--- src/hw/rdt_pkg.sv ---
// Shared constants, carriers and helpers of the clock date/time setter.
// Assumes a 200 MHz sys_clk and an APB master with 32-bit data.
//
// Function
// - Date load acts only while enabled
// - Done flag follows operation enable one edge later
// - Day input carries 1 to 31
// - Weekday 1 to 7, 1 is Sunday
// - Date load takes two or four digit year
// - Date load writes fields unchanged, no conversion
// - Local load converts to UTC by offset
// - Local load year is two digits
// - Local load hours 0-23, minutes/seconds 0-59
// - Time load ranges checked, acts when enabled
// - Time load writes fields unchanged
// - Zone offset: signed minutes, loaded when enabled
// - Offset applied on local load and read
// - Zone offset volatile, cleared at reset
package rdt_pkg;

	// ****************************************************************
	// Register map (byte addresses)
	// ****************************************************************
	localparam logic [7:0] REG_CTRL = 8'h00;
	localparam logic [7:0] REG_DATE_IN = 8'h04;
	localparam logic [7:0] REG_TIME_IN = 8'h08;
	localparam logic [7:0] REG_ZONE_IN = 8'h0c;
	localparam logic [7:0] REG_STATUS = 8'h10;
	localparam logic [7:0] REG_CLK_DATE = 8'h14;
	localparam logic [7:0] REG_CLK_TIME = 8'h18;
	localparam logic [7:0] REG_LOC_DATE = 8'h1c;
	localparam logic [7:0] REG_LOC_TIME = 8'h20;
	localparam logic [7:0] REG_ZONE = 8'h24;

	// ****************************************************************
	// Control and status bit positions, reset values
	// ****************************************************************
	localparam int OP_DATE = 0;
	localparam int OP_TIME = 1;
	localparam int OP_LOCAL = 2;
	localparam int OP_ZONE = 3;
	localparam int OP_READ = 4;
	localparam int NUM_OPS = 5;
	localparam int STAT_RANGE_ERR = 8;
	localparam logic [4:0] CTRL_RESET = 5'h00;
	localparam logic signed [15:0] ZONE_RESET = 16'sh0000;
	localparam logic [10:0] MIN_PER_DAY = 11'h5a0;
	localparam logic [10:0] MIN_PER_HOUR = 11'h03c;
	localparam logic [11:0] CENTURY_BASE = 12'h7d0;

	// ****************************************************************
	// Carriers
	// ****************************************************************
	typedef struct packed {
		logic [11:0] year;
		logic [2:0] weekday;
		logic [4:0] day;
		logic [3:0] month;
	} rdt_date_t;

	typedef struct packed {
		logic [4:0] hour;
		logic [5:0] minute;
		logic [5:0] second;
	} rdt_time_t;

	localparam rdt_date_t DATE_RESET = '{12'h7d0, 3'h1, 5'h01, 4'h1};
	localparam rdt_time_t TIME_RESET = '{5'h00, 6'h00, 6'h00};

	// ****************************************************************
	// Helpers
	// ****************************************************************
	// Date fields inside their documented ranges
	function automatic logic date_ok(input rdt_date_t d);
		date_ok = (d.month >= 4'h1) && (d.month <= 4'hc) &&
			(d.day >= 5'h01) && (d.weekday >= 3'h1) &&
			(d.weekday <= 3'h7);
	endfunction

	// Time fields inside their documented ranges
	function automatic logic time_ok(input rdt_time_t t);
		time_ok = (t.hour <= 5'h17) && (t.minute <= 6'h3b) &&
			(t.second <= 6'h3b);
	endfunction

	// Days in a month, leap every fourth year
	function automatic logic [4:0] month_len(input logic [3:0] m,
		input logic [11:0] y);
		unique case (m)
			4'h2: month_len = (y[1:0] == 2'h0) ? 5'h1d : 5'h1c;
			4'h4, 4'h6, 4'h9, 4'hb: month_len = 5'h1e;
			default: month_len = 5'h1f;
		endcase
	endfunction

endpackage

--- src/hw/rdt_zone_conv.sv ---
// Shifts a date and time by a signed number of minutes.
// Assumes the offset magnitude stays below one day (1440 minutes).
`timescale 1ns/100ps
module rdt_zone_conv (
	// Source date and time
	input wire rdt_pkg::rdt_date_t in_date,
	input wire rdt_pkg::rdt_time_t in_time,
	// Signed shift in minutes
	input wire logic signed [15:0] offset,
	// Shifted date and time
	output rdt_pkg::rdt_date_t out_date,
	output rdt_pkg::rdt_time_t out_time
);

	logic [10:0] mod_in;
	logic signed [17:0] mod_sum;
	logic [10:0] mod_out;
	logic [1:0] step;
	logic [4:0] prev_len;

	// Minute of day moved by the offset, with day step
	always_comb begin
		mod_in = 11'(in_time.hour) * rdt_pkg::MIN_PER_HOUR +
			11'(in_time.minute);
		mod_sum = $signed({7'h00, mod_in}) +
			{{2{offset[15]}}, offset};
		step = 2'h0;
		mod_out = mod_sum[10:0];
		if (mod_sum < 0) begin
			mod_out = 11'(mod_sum + 18'(rdt_pkg::MIN_PER_DAY));
			step = 2'h2;
		end else if (mod_sum >= 18'(rdt_pkg::MIN_PER_DAY)) begin
			mod_out = 11'(mod_sum - 18'(rdt_pkg::MIN_PER_DAY));
			step = 2'h1;
		end
		out_time.hour = 5'(mod_out / rdt_pkg::MIN_PER_HOUR);
		out_time.minute = 6'(mod_out % rdt_pkg::MIN_PER_HOUR);
		out_time.second = in_time.second;
	end

	// Calendar roll forward or back by one day
	always_comb begin
		out_date = in_date;
		prev_len = rdt_pkg::month_len(
			(in_date.month == 4'h1) ? 4'hc : in_date.month - 4'h1,
			in_date.year);
		if (step == 2'h1) begin
			out_date.weekday = (in_date.weekday == 3'h7) ? 3'h1 :
				in_date.weekday + 3'h1;
			if (in_date.day >= rdt_pkg::month_len(in_date.month,
				in_date.year)) begin
				out_date.day = 5'h01;
				if (in_date.month == 4'hc) begin
					out_date.month = 4'h1;
					out_date.year = in_date.year + 12'h001;
				end else begin
					out_date.month = in_date.month + 4'h1;
				end
			end else begin
				out_date.day = in_date.day + 5'h01;
			end
		end else if (step == 2'h2) begin
			out_date.weekday = (in_date.weekday == 3'h1) ? 3'h7 :
				in_date.weekday - 3'h1;
			if (in_date.day == 5'h01) begin
				out_date.day = prev_len;
				if (in_date.month == 4'h1) begin
					out_date.month = 4'hc;
					out_date.year = in_date.year - 12'h001;
				end else begin
					out_date.month = in_date.month - 4'h1;
				end
			end else begin
				out_date.day = in_date.day - 5'h01;
			end
		end
	end

endmodule // rdt_zone_conv

--- src/hw/rdt_setter.sv ---
// Date, time and zone offset loader for the clock counter registers.
// Assumes an APB master on sys_clk; clock fields go out to the counter.
`timescale 1ns/100ps
module rdt_setter (
	// Clock, reset, enable
	input wire logic sys_clk,
	input wire logic rst_n,
	input wire logic clk_en,
	// APB slave
	input wire logic psel,
	input wire logic penable,
	input wire logic pwrite,
	input wire logic [7:0] paddr,
	input wire logic [31:0] pwdata,
	output logic [31:0] prdata,
	output logic pready,
	output logic pslverr,
	// Clock counter fields
	output rdt_pkg::rdt_date_t clk_date,
	output rdt_pkg::rdt_time_t clk_time,
	// Operation done flags
	output logic [4:0] op_done
);

	// ****************************************************************
	// Register state
	// ****************************************************************
	logic [4:0] op_en, next_op_en;
	rdt_pkg::rdt_date_t date_in, next_date_in;
	rdt_pkg::rdt_time_t time_in, next_time_in;
	logic signed [15:0] zone_in, next_zone_in;
	logic signed [15:0] zone_off, next_zone_off;
	logic range_err, next_range_err;
	rdt_pkg::rdt_date_t next_clk_date, loc_date, next_loc_date;
	rdt_pkg::rdt_time_t next_clk_time, loc_time, next_loc_time;
	logic [4:0] next_op_done;
	logic [31:0] next_prdata;
	logic next_pready, next_pslverr;
	logic wr_go, rd_sel, hit, date_good, time_good, local_good;
	rdt_pkg::rdt_date_t utc_date, rd_date, local_in_date;
	rdt_pkg::rdt_time_t utc_time, rd_time;

	// ****************************************************************
	// Zone converters
	// ****************************************************************
	// Local input widened to four digit year
	always_comb begin
		local_in_date = date_in;
		local_in_date.year = rdt_pkg::CENTURY_BASE + date_in.year;
	end

	// Local to UTC for loading
	rdt_zone_conv u_to_utc (
		.in_date(local_in_date),
		.in_time(time_in),
		.offset(-zone_off),
		.out_date(utc_date),
		.out_time(utc_time)
	);

	// UTC to local for reading back
	rdt_zone_conv u_to_local (
		.in_date(clk_date),
		.in_time(clk_time),
		.offset(zone_off),
		.out_date(rd_date),
		.out_time(rd_time)
	);

	// ****************************************************************
	// APB access
	// ****************************************************************
	// Decode and next bus answer
	always_comb begin
		wr_go = psel && penable && pready && pwrite;
		rd_sel = psel && penable && !pready;
		hit = 1'b1;
		next_prdata = 32'h0000_0000;
		unique case (paddr)
			rdt_pkg::REG_CTRL: next_prdata = 32'(op_en);
			rdt_pkg::REG_DATE_IN: next_prdata = 32'(date_in);
			rdt_pkg::REG_TIME_IN: next_prdata = 32'(time_in);
			rdt_pkg::REG_ZONE_IN: next_prdata = 32'(unsigned'(zone_in));
			rdt_pkg::REG_STATUS:
				next_prdata = {23'h0, range_err, 3'h0, op_done};
			rdt_pkg::REG_CLK_DATE: next_prdata = 32'(clk_date);
			rdt_pkg::REG_CLK_TIME: next_prdata = 32'(clk_time);
			rdt_pkg::REG_LOC_DATE: next_prdata = 32'(loc_date);
			rdt_pkg::REG_LOC_TIME: next_prdata = 32'(loc_time);
			rdt_pkg::REG_ZONE: next_prdata = 32'(unsigned'(zone_off));
			default: hit = 1'b0;
		endcase
		// Data only with a read answer, zero otherwise
		if (!rd_sel || pwrite) begin
			next_prdata = 32'h0000_0000;
		end
		// One-cycle answer; clk_en low stretches it
		next_pready = rd_sel;
		next_pslverr = rd_sel && !hit;
	end

	// Bus answer registers
	always_ff @(posedge sys_clk) begin
		if (!rst_n) begin
			prdata <= 32'h0000_0000;
			pready <= 1'b0;
			pslverr <= 1'b0;
		end else if (clk_en) begin
			prdata <= next_prdata;
			pready <= next_pready;
			pslverr <= next_pslverr;
		end
	end

	// ****************************************************************
	// Software written registers and clock fields
	// ****************************************************************
	// Next values of controls, inputs, offset and clock fields
	always_comb begin
		next_op_en = op_en;
		next_date_in = date_in;
		next_time_in = time_in;
		next_zone_in = zone_in;
		next_zone_off = zone_off;
		next_range_err = range_err;
		next_clk_date = clk_date;
		next_clk_time = clk_time;
		next_loc_date = loc_date;
		next_loc_time = loc_time;
		// Range checks shared by the date, time and local loads
		date_good = rdt_pkg::date_ok(date_in);
		time_good = rdt_pkg::time_ok(time_in);
		local_good = date_good && time_good &&
			(date_in.year <= 12'h063);
		if (wr_go) begin
			unique case (paddr)
				rdt_pkg::REG_CTRL: next_op_en = pwdata[4:0];
				rdt_pkg::REG_DATE_IN:
					next_date_in = rdt_pkg::rdt_date_t'(pwdata[23:0]);
				rdt_pkg::REG_TIME_IN:
					next_time_in = rdt_pkg::rdt_time_t'(pwdata[16:0]);
				rdt_pkg::REG_ZONE_IN: next_zone_in = pwdata[15:0];
				rdt_pkg::REG_STATUS: if (pwdata[rdt_pkg::STAT_RANGE_ERR]) begin
					next_range_err = 1'b0;
				end
				default: ;
			endcase
		end
		// Plain date load, any year width, no conversion
		if (op_en[rdt_pkg::OP_DATE] && !op_en[rdt_pkg::OP_LOCAL]) begin
			if (date_good) begin
				next_clk_date = date_in;
			end else begin
				next_range_err = 1'b1;
			end
		end
		// Plain time load, no conversion
		if (op_en[rdt_pkg::OP_TIME] && !op_en[rdt_pkg::OP_LOCAL]) begin
			if (time_good) begin
				next_clk_time = time_in;
			end else begin
				next_range_err = 1'b1;
			end
		end
		// Local load stored as UTC, wins over plain loads
		if (op_en[rdt_pkg::OP_LOCAL]) begin
			if (local_good) begin
				next_clk_date = utc_date;
				next_clk_time = utc_time;
			end else begin
				next_range_err = 1'b1;
			end
		end
		// Zone offset load
		if (op_en[rdt_pkg::OP_ZONE]) begin
			next_zone_off = zone_in;
		end
		// Local read back
		if (op_en[rdt_pkg::OP_READ]) begin
			next_loc_date = rd_date;
			next_loc_time = rd_time;
		end
		// Done flags trail the enables by one edge
		next_op_done = op_en;
	end

	// Registers; the offset is cleared by every reset
	always_ff @(posedge sys_clk) begin
		if (!rst_n) begin
			op_en <= rdt_pkg::CTRL_RESET;
			date_in <= rdt_pkg::DATE_RESET;
			time_in <= rdt_pkg::TIME_RESET;
			zone_in <= rdt_pkg::ZONE_RESET;
			zone_off <= rdt_pkg::ZONE_RESET;
			range_err <= 1'b0;
			clk_date <= rdt_pkg::DATE_RESET;
			clk_time <= rdt_pkg::TIME_RESET;
			loc_date <= rdt_pkg::DATE_RESET;
			loc_time <= rdt_pkg::TIME_RESET;
			op_done <= 5'h00;
		end else if (clk_en) begin
			op_en <= next_op_en;
			date_in <= next_date_in;
			time_in <= next_time_in;
			zone_in <= next_zone_in;
			zone_off <= next_zone_off;
			range_err <= next_range_err;
			clk_date <= next_clk_date;
			clk_time <= next_clk_time;
			loc_date <= next_loc_date;
			loc_time <= next_loc_time;
			op_done <= next_op_done;
		end
	end
endmodule // rdt_setter

--- config.mk ---
export PLATFORM = sky130hd
export DESIGN_NAME = rdt_setter
export DESIGN_NICKNAME = d
export VERILOG_FILES = /design/src/hw/rdt_pkg.sv /design/src/hw/rdt_zone_conv.sv /design/src/hw/rdt_setter.sv
export SDC_FILE = /design/constraint.sdc
export NUM_CORES = 1
export LEC_CHECK = 0
export BUFFER_PORTS_ARGS = -buffer_cell sky130_fd_sc_hd__buf_2
export CAP_MARGIN = 30
export CORE_MARGIN = 5
export CORE_UTILIZATION = 23
export CTS_CLUSTER_SIZE = 16
export DETAILED_ROUTE_END_ITERATION = 7
export PLACE_DENSITY = 0.4
export SETUP_SLACK_MARGIN = 0.02
export SLEW_MARGIN = 20
export SYNTH_ARGS = -nofsm -noshare
export SYNTH_HDL_FRONTEND = slang
export SYNTH_SLANG_ARGS = --single-unit
--- constraint.sdc ---
create_clock -name sys_clk -period 17.7 [get_ports sys_clk]
set_clock_uncertainty 0.1 [all_clocks]
set_input_delay 0.885 -clock sys_clk [delete_from_list [all_inputs] [get_ports sys_clk]]
set_output_delay 0.885 -clock sys_clk [all_outputs]
set_load 0.03 [all_outputs]
; ---- Word level (Yosys, flattened, before mapping)
; Index checks and enable logic that the tools add are counted.
[op_classes]
addsub = 26
n_mul = 2
n_div = 4
order_cmp = 15
n_eq_ne = 43
n_mux = 64
n_reduce_logical = 34
[ops]
columns = cell, n
row1 = 24-bit case mux with 10 select lines, 1
row2 = 24-bit 2-to-1 mux, 8
row3 = 12-bit 2-to-1 mux, 8
row4 = 17-bit 2-to-1 mux, 4
row5 = 11-bit 2-to-1 mux, 4
row6 = "4-bit equality test, second input constant", 10
row7 = 5-bit case mux with 2 select lines, 4
row8 = "18-bit by 11-bit >= comparator with 1-bit output, second input constant", 2
row9 = 12-bit by 16-bit adder with 17-bit output, 2
row10 = "17-bit by 1-bit less-than comparator with 1-bit output, second input constant", 2
row11 = "4-bit by 3-bit equality test with 1-bit output, second input constant", 8
row12 = "8-bit by 5-bit equality test with 1-bit output, second input constant", 4
row13 = 32-bit 2-to-1 mux, 1
row14 = 4-bit 2-to-1 mux, 8
row15 = 5-bit 2-to-1 mux, 6
row16 = "12-bit by 1-bit adder with 12-bit output, second input constant", 2
row17 = "12-bit by 1-bit subtractor with 12-bit output, second input constant", 2
row18 = "11-bit adder, second input constant", 2
row19 = 11-bit by 6-bit adder with 11-bit output, 2
row20 = "11-bit by 6-bit divider with 11-bit output, second input constant", 2
row21 = "11-bit by 6-bit modulo with 11-bit output, second input constant", 2
row22 = "11-bit subtractor, second input constant", 2
row23 = "5-bit by 4-bit multiplier with 9-bit output, second input constant", 2
row24 = "4-bit by 2-bit equality test with 1-bit output, second input constant", 4
row25 = other kinds (38), 96
[totals]
register_bits = 200
input_bits = 46
out_inout_bits = 80
word_cells = 217

; ---- Logic depth before layout (Yosys ltp)
; Gate-level depths: netlist (run 1).
[depth]
depth_word = 13
depth_mapped = 30
ltp_nobuf = 28

; ---- Cells and area by module
; From an unflattened synthesis (run 1), not the netlist that was laid out.
[unflattened]
hier_cells = 2146
area_unflattened_um2 = 16818.6
[by_module_without_submodules]
columns = module, n_inst, cells_each, area_each_um2, seq_area_each_um2
row1 = rdt_setter, 1, 1051, 9123.8, 3843.7
row2 = rdt_zone_conv at u_to_local, 1, 550, 3892.5, 0.0
row3 = rdt_zone_conv at u_to_utc, 1, 545, 3802.4, 0.0

; ---- Worst setup path before layout (run 1)
; Ideal clock, no wire load.
[synth_timing]
path_type = register -> register
startpoint = register clk_time[14] (netlist name)
endpoint = register loc_time[9] (netlist name)
setup_ns = 0.122
arrival_time_ns = 7.250
slack_ns = 10.228
path_stages_with_launch = 29
path_buffers = 1
path_cell_list = dfxtp_1 -> fa_1 -> fa_1 -> inv_1 -> fa_1 -> inv_1 -> ha_1 -> nand2b_1 -> a21oi_1 -> nand3_1 -> xnor2_1 -> ha_1 -> inv_1 -> nor3_1 -> or4b_2 -> nand3_2 -> a21oi_2 -> o221ai_2 -> buf_4 -> mux2_4 -> or2_0 -> a221o_1 -> a2bb2oi_1 -> nor2_1 -> a221o_2 -> xnor2_2 -> a31oi_2 -> o21a_1 -> o311a_1
[synth_between]
elab_chain_cells = 7
[synth_lines]
columns = item, line_no
row1 = from (decl), rdt_setter.sv:20  ; output rdt_pkg::rdt_time_t clk_time,
row2 = from (signal assigned), rdt_setter.sv:197  ; clk_time <= rdt_pkg::TIME_RESET;
row3 = from (signal assigned), rdt_setter.sv:209  ; clk_time <= next_clk_time;
row4 = 5-bit by 4-bit multiplier with 9-bit output (*), rdt_zone_conv.sv:23  ; mod_in = 11'(in_time.hour) * rdt_pkg::MIN_PER_HOUR +
row5 = 11-bit by 6-bit adder with 11-bit output (*), rdt_zone_conv.sv:23
row6 = 12-bit by 16-bit adder with 17-bit output (*), rdt_zone_conv.sv:25  ; mod_sum = $signed({7'h00, mod_in}) +
row7 = 18-bit by 11-bit >= comparator with 1-bit output / 11-bit subtractor (equally long branches), "rdt_zone_conv.sv:32, rdt_zone_conv.sv:33"
row8 = 11-bit 2-to-1 mux, rdt_zone_conv.sv:32  ; end else if (mod_sum >= 18'(rdt_pkg::MIN_PER_DAY)) begin
row9 = 11-bit 2-to-1 mux (*), rdt_zone_conv.sv:29  ; if (mod_sum < 0) begin
row10 = 11-bit by 6-bit modulo with 11-bit output (*), rdt_zone_conv.sv:37  ; out_time.minute = 6'(mod_out % rdt_pkg::MIN_PER_HOUR);
row11 = to (signal assigned), rdt_setter.sv:199  ; loc_time <= rdt_pkg::TIME_RESET;
row12 = to (signal assigned), rdt_setter.sv:211  ; loc_time <= next_loc_time;
row13 = to (decl), rdt_setter.sv:35  ; rdt_pkg::rdt_time_t next_clk_time, loc_time, next_loc_time;
; Every way passes the cells marked *; elsewhere a longest branch is shown, timed or not.
; A chain may end at the register's enable or synchronous reset.

; ---- Worst setup path after layout (run 1)
[layout_timing]
startpoint = register time_in[14] (netlist name)
endpoint = register clk_time[8] (netlist name)
[layout_between]
elab_chain_cells = 9
[layout_lines]
columns = item, line_no
row1 = from (decl), rdt_setter.sv:30  ; rdt_pkg::rdt_time_t time_in, next_time_in;
row2 = from (signal assigned), rdt_setter.sv:192  ; time_in <= rdt_pkg::TIME_RESET;
row3 = from (signal assigned), rdt_setter.sv:204  ; time_in <= next_time_in;
row4 = 5-bit by 4-bit multiplier with 9-bit output, rdt_zone_conv.sv:23
row5 = 11-bit by 6-bit adder with 11-bit output, rdt_zone_conv.sv:23
row6 = 12-bit by 16-bit adder with 17-bit output, rdt_zone_conv.sv:25
row7 = 18-bit by 11-bit >= comparator with 1-bit output / 11-bit subtractor (equally long branches), "rdt_zone_conv.sv:32, rdt_zone_conv.sv:33"
row8 = 11-bit 2-to-1 mux, rdt_zone_conv.sv:32
row9 = 11-bit 2-to-1 mux, rdt_zone_conv.sv:29
row10 = 11-bit by 6-bit modulo with 11-bit output, rdt_zone_conv.sv:37
row11 = 17-bit 2-to-1 mux, rdt_setter.sv:167  ; if (local_good) begin
row12 = 17-bit 2-to-1 mux (*), rdt_setter.sv:166  ; if (op_en[rdt_pkg::OP_LOCAL]) begin
; Marks and branches as above.

==> results of run 1 <==
## report_power, final
part | leakage (nW) | switching, mW | internal (mW)
registers | 1.55 | 0.000151 | 0.432
logic | 5.01 | 0.0249 | 0.00746
clock network | 0.268 | 0.203 | 0.189
## Yosys cell counts (all sizes together), types with 14 or more instances
library cell    n  share of area, %
a211oi         22               1.1
a21o           24               1.1
a21oi         236               7.5
a221oi         20               1.2
a22oi          38               1.9
a31oi          26               1.1
and2           18              0.71
and3           27               1.1
buf            32               1.3
clkbuf        120               2.9
dfxtp         192                24
fa             18               2.3
ha             99               7.8
inv            90               2.1
mux2i          41               2.6
nand2         286               6.8
nand2b         19              0.75
nand3          56               1.8
nand4          21              0.83
nor2          166               3.9
nor2b          14              0.55
nor3           54               1.9
nor4           16              0.80
o211ai         25               1.2
o21a           15              0.71
o21ai         112               3.6
o22ai          33               1.3
or3            19              0.75
xnor2          61               3.5
xor2           29               1.7
## cells in the final DEF (no fill, tap or decap), types with 33 or more instances in the layout
cell type and n:
a21oi_1 232, a22oi_1 37, buf_2 109, dfxtp_1 192, ha_1 99, inv_1 87
mux2i_1 40, nand2_1 286, nand3_1 54, nor2_1 166, nor3_1 46, o21ai_0 105
o22ai_1 33, xnor2_1 59
## per-layer routing
metal / share of wire, % / GRT usage [%]
met3: 4.2 / 1.87
met5: 0 / 0
met2: 49 / 29.5
met1: 46 / 22.7
met4: 0.91 / 2.54
## final cells by class
class,count,area (µm²),area share [%]
Multi-Input combinational cell,1695,11100,62.4
Sequential cell,192,3840,21.6
Clock buffer,18,439,2.47
Antenna cell,1,2.50,0.0141
Timing Repair Buffer,133,754,4.25
Clock inverter,14,129,0.726
Tap cell,931,1160,6.56
Inverter,91,344,1.94
## flip-flops by register name, summed over array words and instances (netlist names)
register / flops
zone_in: 16
pready: 1
clk_date: 24
op_done: 5
clk_time: 17
range_err: 1
zone_off: 16
prdata: 24
loc_date: 24
next_op_done: 5
pslverr: 1
loc_time: 17
date_in: 24
time_in: 17
## kinds of logic after synthesis
logic type	Yosys count	synth area share (%)
AOI/OAI and AO/OA	684	28.5
muxes	48	3.13
buffers and inverters	243	6.28
DFF	192	24.2
and+or+nand+nor	745	22.4
adders and majority gates	119	10.2
other	1	0.0236
xor gates and xnor gates	91	5.29
## how the worst max path moves through the flow
stage,endpoint,startpoint,cells after the start
2_1_floorplan,loc_time[9],clk_time[14],28
3_3_place_gp,clk_time[8],time_in[14],27
3_5_place_dp,clk_time[8],time_in[14],27
4_1_cts,clk_time[8],time_in[14],27
5_1_grt,clk_time[10],time_in[14],27
6_report,clk_time[8],time_in[14],27
## worst register-to-register path, cell delays in order, from the launching register on
cell and delay, ps:
dfxtp_1 630, fa_1 540, fa_1 530, inv_1 60, fa_1 480, inv_1 40, ha_1 310, o21ai_0 130
a21oi_1 280, nand2_1 110, xnor2_1 150, ha_1 390, and2_1 190, o21ai_0 250, nand3_1 170, or3b_2 570
a32oi_2 310, nand2_1 160, and3_1 500, xnor2_1 720, o211ai_1 330, o21ai_0 210, a21oi_1 160, nor4_1 850
nor2_1 270, nand2_1 180, nor3b_2 70, o41ai_1 290
==> flow_summary_export.csv, run 1 <==
group,metric,value,unit
run_status,status,"completed",
synth,synth_edf_count,0,
placed_design,dpl.cell_count,3040,
pwr,ir_worst_vdd,0.0000625,V
placed_design,dpl_worst_slack,8780,ps
timing,fin_hold_ws,364,ps
grt,grtUsageTotal,16.8,%
detailed_routing,wl,65100,µm
critical_path,cp.required,17960,ps
detailed_routing,ant_nets,0,
placed_design,placed_cell_area,17200,µm²
detailed_routing,post-route-drc-count,0,
placed_design,port-buffer-count,109,
detailed_routing,vias_per_cell,5.24,
synth,avgSynthCellArea,7.48,µm²
critical_path,crit_path_start_kind,"flop",
timing,min_period_over_period,51.3,%
grt,antenna_found_initial,0,
critical_path,crit_buf_inv,2,
detailed_routing,via_count,16117,
clock_tree,cts_sinks,192,
hold_path,min-delay-start,"loc_time[0]",
critical_path,regToRegEndpoint,"clk_time[8]",
critical_path,r2r_cells,27,
cells_and_area,final_cells,3075,
synth,synthDistinctLibCells,113,
clock_tree,cts.repair.resized,0,
grt,grt_remaining_overflow,0,
clock_tree,cts-buffers-inserted,17,
timing,setup_tns,0,ps
cells_and_area,fin_area,17800,µm²
clock_tree,postCtsHoldBufs,0,
synth,synth_seq_area_share,24.2,%
clock_tree,cts_tree,"done",
timing,report.final.hold_viol_count,0,
clock_tree,clock_path_buffers,2,
timing,fmax,0.110,GHz
timing,setup_violations,0,
placed_design,gp_congestion,0.852,
critical_path,ff2ff_setup_slack,8620,ps
cells_and_area,fin_util,25.9,%
timing,slew_headroom,35.5,%
cells_and_area,fillCellCount,7595,
floorplan,initial_core_util,23.2,%
hold_path,worstHoldEndpoint,"loc_time[0]",
floorplan,die_h,273,µm
timing,period_needed,9080,ps
synth,yosys_warnings,0,
grt,grt_pass1_vias,15385,
clock_tree,post_cts_buffers,0,
critical_path,timing.rr.start,"time_in[14]",
pwr,leakagePower,6.83,nW
cells_and_area,area_delta_synth_final,11.8,%
detailed_routing,drt_iter0_markers,1539,
floorplan,die-area,74400,µm²
grt,grt_max_degree,60,
clock_tree,worstSkewPairLatency,470,ps
synth,syn_area,15900,µm²
run,drv_cap,0,
cells_and_area,layout.nets,2293,
synth,ys.flop_type,"dfxtp_1",
detailed_routing,wl_per_cell,21.2,µm
grt,grt_pass1_wl,97500,µm
timing,rsz0062_at_grt,"false",
timing,worst_slew_pin_slew,959,ps
timing,timing.final.ws_setup,8620,ps
cells_and_area,drive_gt1_share,11.0,%
placed_design,hpwl,49300,µm
critical_path,cp-end-kind,"flop",
synth,ys_ff_latch,192,
floorplan,die_w,273,µm
floorplan,rows,96,
pwr,cellPowerDensity,48.2,nW/µm²
detailed_routing,drt_pass1_iterations,8,
critical_path,cp_top_family,"simple AND/OR/NAND/NOR gates",
critical_path,cp.arrival,9340,ps
timing,finalMaxSlewViolations,0,
synth,syn-instance-count,2123,
clock_tree,cts-root-buf,"clkbuf_16",
clock_tree,cts.clk_slew.worst_paths,80,ps
clock_tree,h-tree-depth,4,
hold_path,min_path_type,"reg2reg",
critical_path,cpMaxStageDelayCell,"nor4_1",
critical_path,crit_type,"reg2reg",
hold_path,hold_depth,2,
pwr,finalPower,0.856,mW
critical_path,path_max_fanout,14,
synth,async_flop_share,0,%
critical_path,crit_path_max_incr_delay,850,ps
floorplan,ios,126,
floorplan,coreArea,68600,µm²
(Power assumes the default switching activity.)
==> run 2, diff against run 1 <==
==> constraint.sdc (replaced) <==
create_clock -name sys_clk -period 8.36 [get_ports sys_clk]
set_clock_uncertainty 0.1 [all_clocks]
set_input_delay 0.418 -clock sys_clk [delete_from_list [all_inputs] [get_ports sys_clk]]
set_output_delay 0.418 -clock sys_clk [all_outputs]
set_load 0.03 [all_outputs]
==> run 2 against run 1 <==
Net effect: register-to-register slack lost 8300 ps; worst setup slack got worse by 8300 ps; count of clock-buffer cells in the layout down 1; worst hold slack worse by 300 ps; core utilization is 0.60 points higher; global-route usage up 0.17 points; die area unchanged; power up 120%; routed wire length is 0.43% higher; largest power group is now the clock network; sequential share of layout area decreased by 0.48 points.
==> flow_summary_export.csv, run 2 (synthesis gave the netlist of run 1 again) <==
group,metric,value,unit
clock_tree,cts-buffers-inserted,17,
pwr,p_sw,0.485,mW
detailed_routing,via_count,16144,
critical_path,crit_type,"reg2reg",
floorplan,die_w,273,µm
clock_tree,clock_path_buffers,2,
detailed_routing,drt_iter0_markers,1547,
pwr,leakagePower,7.07,nW
cells_and_area,fin_util,26.5,%
placed_design,dpl.cell_count,3073,
critical_path,crit_path_max_incr_delay,540,ps
pwr,clkPwrFrac,48.5,%
pwr,swShare,25.5,%
cells_and_area,final_common_cell,"nand2_1",
timing,rsz0062_at_grt,"false",
hold_path,min_path_type,"in2reg",
cells_and_area,final_cell_mix,"nand2_1 (286), a21oi_1 (232), dfxtp_1 (191), nor2_1 (164), buf_2 (109)",
critical_path,r2r_cells,27,
critical_path,cp-end-kind,"flop",
cells_and_area,drive_gt1_share,12.9,%
detailed_routing,wl,65400,µm
detailed_routing,vias_per_cell,5.19,
cells_and_area,fillCellCount,7518,
critical_path,timing.rr.start,"clk_time[13]",
run,drv_cap,0,
detailed_routing,ant_nets,0,
timing,fmax,0.125,GHz
grt,grt_pass1_wl,97500,µm
critical_path,crit_path_start_kind,"flop",
floorplan,ios,126,
pwr,ir_worst_vdd,0.000149,V
clock_tree,cts.clk_slew.worst_paths,80,ps
floorplan,die-area,74400,µm²
cells_and_area,antenna_cells,0,
timing,period_needed,8020,ps
hold_path,min-delay-start,"pwdata[20]",
clock_tree,postCtsHoldBufs,0,
pwr,combinationalPowerShare,3.4,%
run_status,status,"completed",
clock_tree,cts_sinks,192,
detailed_routing,wl_per_cell,21.0,µm
timing,setup_violations,0,
timing,setup_tns,0,ps
cells_and_area,final-seq-area,3840,µm²
cells_and_area,layout.nets,2328,
cells_and_area,area_delta_synth_final,14.4,%
floorplan,coreArea,68600,µm²
timing,report.final.hold_viol_count,0,
floorplan,die_h,273,µm
critical_path,cp.required,8610,ps
grt,antenna_found_initial,0,
grt,grt_remaining_overflow,0,
cells_and_area,multiInputGateArea,11200,µm²
detailed_routing,drt_pass1_iterations,6,
grt,grt_max_degree,78,
clock_tree,worstSkewPairLatency,460,ps
detailed_routing,post-route-drc-count,0,
hold_path,hold_depth,3,
critical_path,ff2ff_setup_slack,340,ps
timing,worst_slew_pin_slew,918,ps
clock_tree,cts-root-buf,"clkbuf_16",
critical_path,cpMaxStageDelayCell,"fa_1",
pwr,cellPowerDensity,105,nW/µm²
cells_and_area,final_cells,3109,
grt,grtUsageTotal,17.0,%
timing,min_period_over_period,96.0,%
clock_tree,cts_tree,"done",
timing,slew_headroom,37.2,%
clock_tree,h-tree-depth,4,
critical_path,path_max_fanout,9,
pwr,power_frac_seq,48.1,%
floorplan,initial_core_util,23.2,%
hold_path,worstHoldEndpoint,"date_in[20]",
placed_design,hpwl,49600,µm
pwr,internal_power,1.42,mW
critical_path,cp.arrival,8270,ps
placed_design,gp_congestion,0.827,
placed_design,port-buffer-count,109,
floorplan,rows,96,
grt,grt_pass1_vias,15291,
critical_path,crit_top_cell,"fa_1",
critical_path,regToRegEndpoint,"loc_time[9]",
timing,finalMaxSlewViolations,0,
[run 2: area by class of cell]
cell class	instances	share of cell area, %
clock buffer	17	2.34
clock inverter	15	1.20
inverter	91	1.89
multi-input combinational	1695	61.5
sequential	192	21.2
tap	931	6.41
timing repair buffer	168	5.46
[run 2: critical path: cells and delay by family, from the launching register on]
kind | cells | cell delay [ps]
buf+inv | 3 | 350
xor+xnor | 3 | 730
compound gates | 14 | 3890
flops | 1 | 450
simple gates | 2 | 180
fa+ha+maj | 5 | 2210
[run 2: worst max path at each step]
stage,start,to,slack [ps],cells after the start
after floorplan,clk_time[14],loc_time[9],890,28
after global placement,clk_time[14],loc_time[9],360,27
after detailed placement,clk_time[14],loc_time[9],270,27
after CTS,clk_time[14],loc_time[9],220,27
after global routing,time_in[12],clk_time[11],20,28
final,clk_time[13],loc_time[9],340,27
[run 2: metrics by stage]
step / setup slack (ps) / area (µm²) / power (mW) / hold slack, ps
6_report: 336 / 18200 / 1.90 / 62.0
5_1_grt: 17.8 / 18200 / 1.96 / 49.4
4_1_cts: 219 / 18000 / 1.92 / 39.6
3_5_place_dp: 269 / 17400 / 1.00 / 350
3_3_place_gp: 363 / 17400 / 1.00 / 343
2_1_floorplan: 888 / 15900 / 0.972 / 328
[run 2: power by group through the flow]
stage	Combinational, mW	Clock (mW)	Sequential [mW]
finish	0.0654	0.922	0.914
global route	0.0696	0.978	0.914
CTS	0.0654	0.945	0.914
detailed placement	0.0652	0	0.936
global placement	0.0649	0	0.936
floorplan	0.0355	0	0.937
[run 2: repair_timing]
action	4_1_cts	5_1_grt
setup buffers	0	3
setup endpoints to repair	0	9
resized for setup	0	16
[run 2: layer usage]
layer	wire, µm	up-vias	share of wire, %	GRT usage (%)
li1	-	7801	-	-
met1	29300	7808	45	22.4
met2	31700	465	49	29.5
met3	3060	70	4.7	2.18
met4	1340	0	2.0	3.95
met5	0	-	0	0
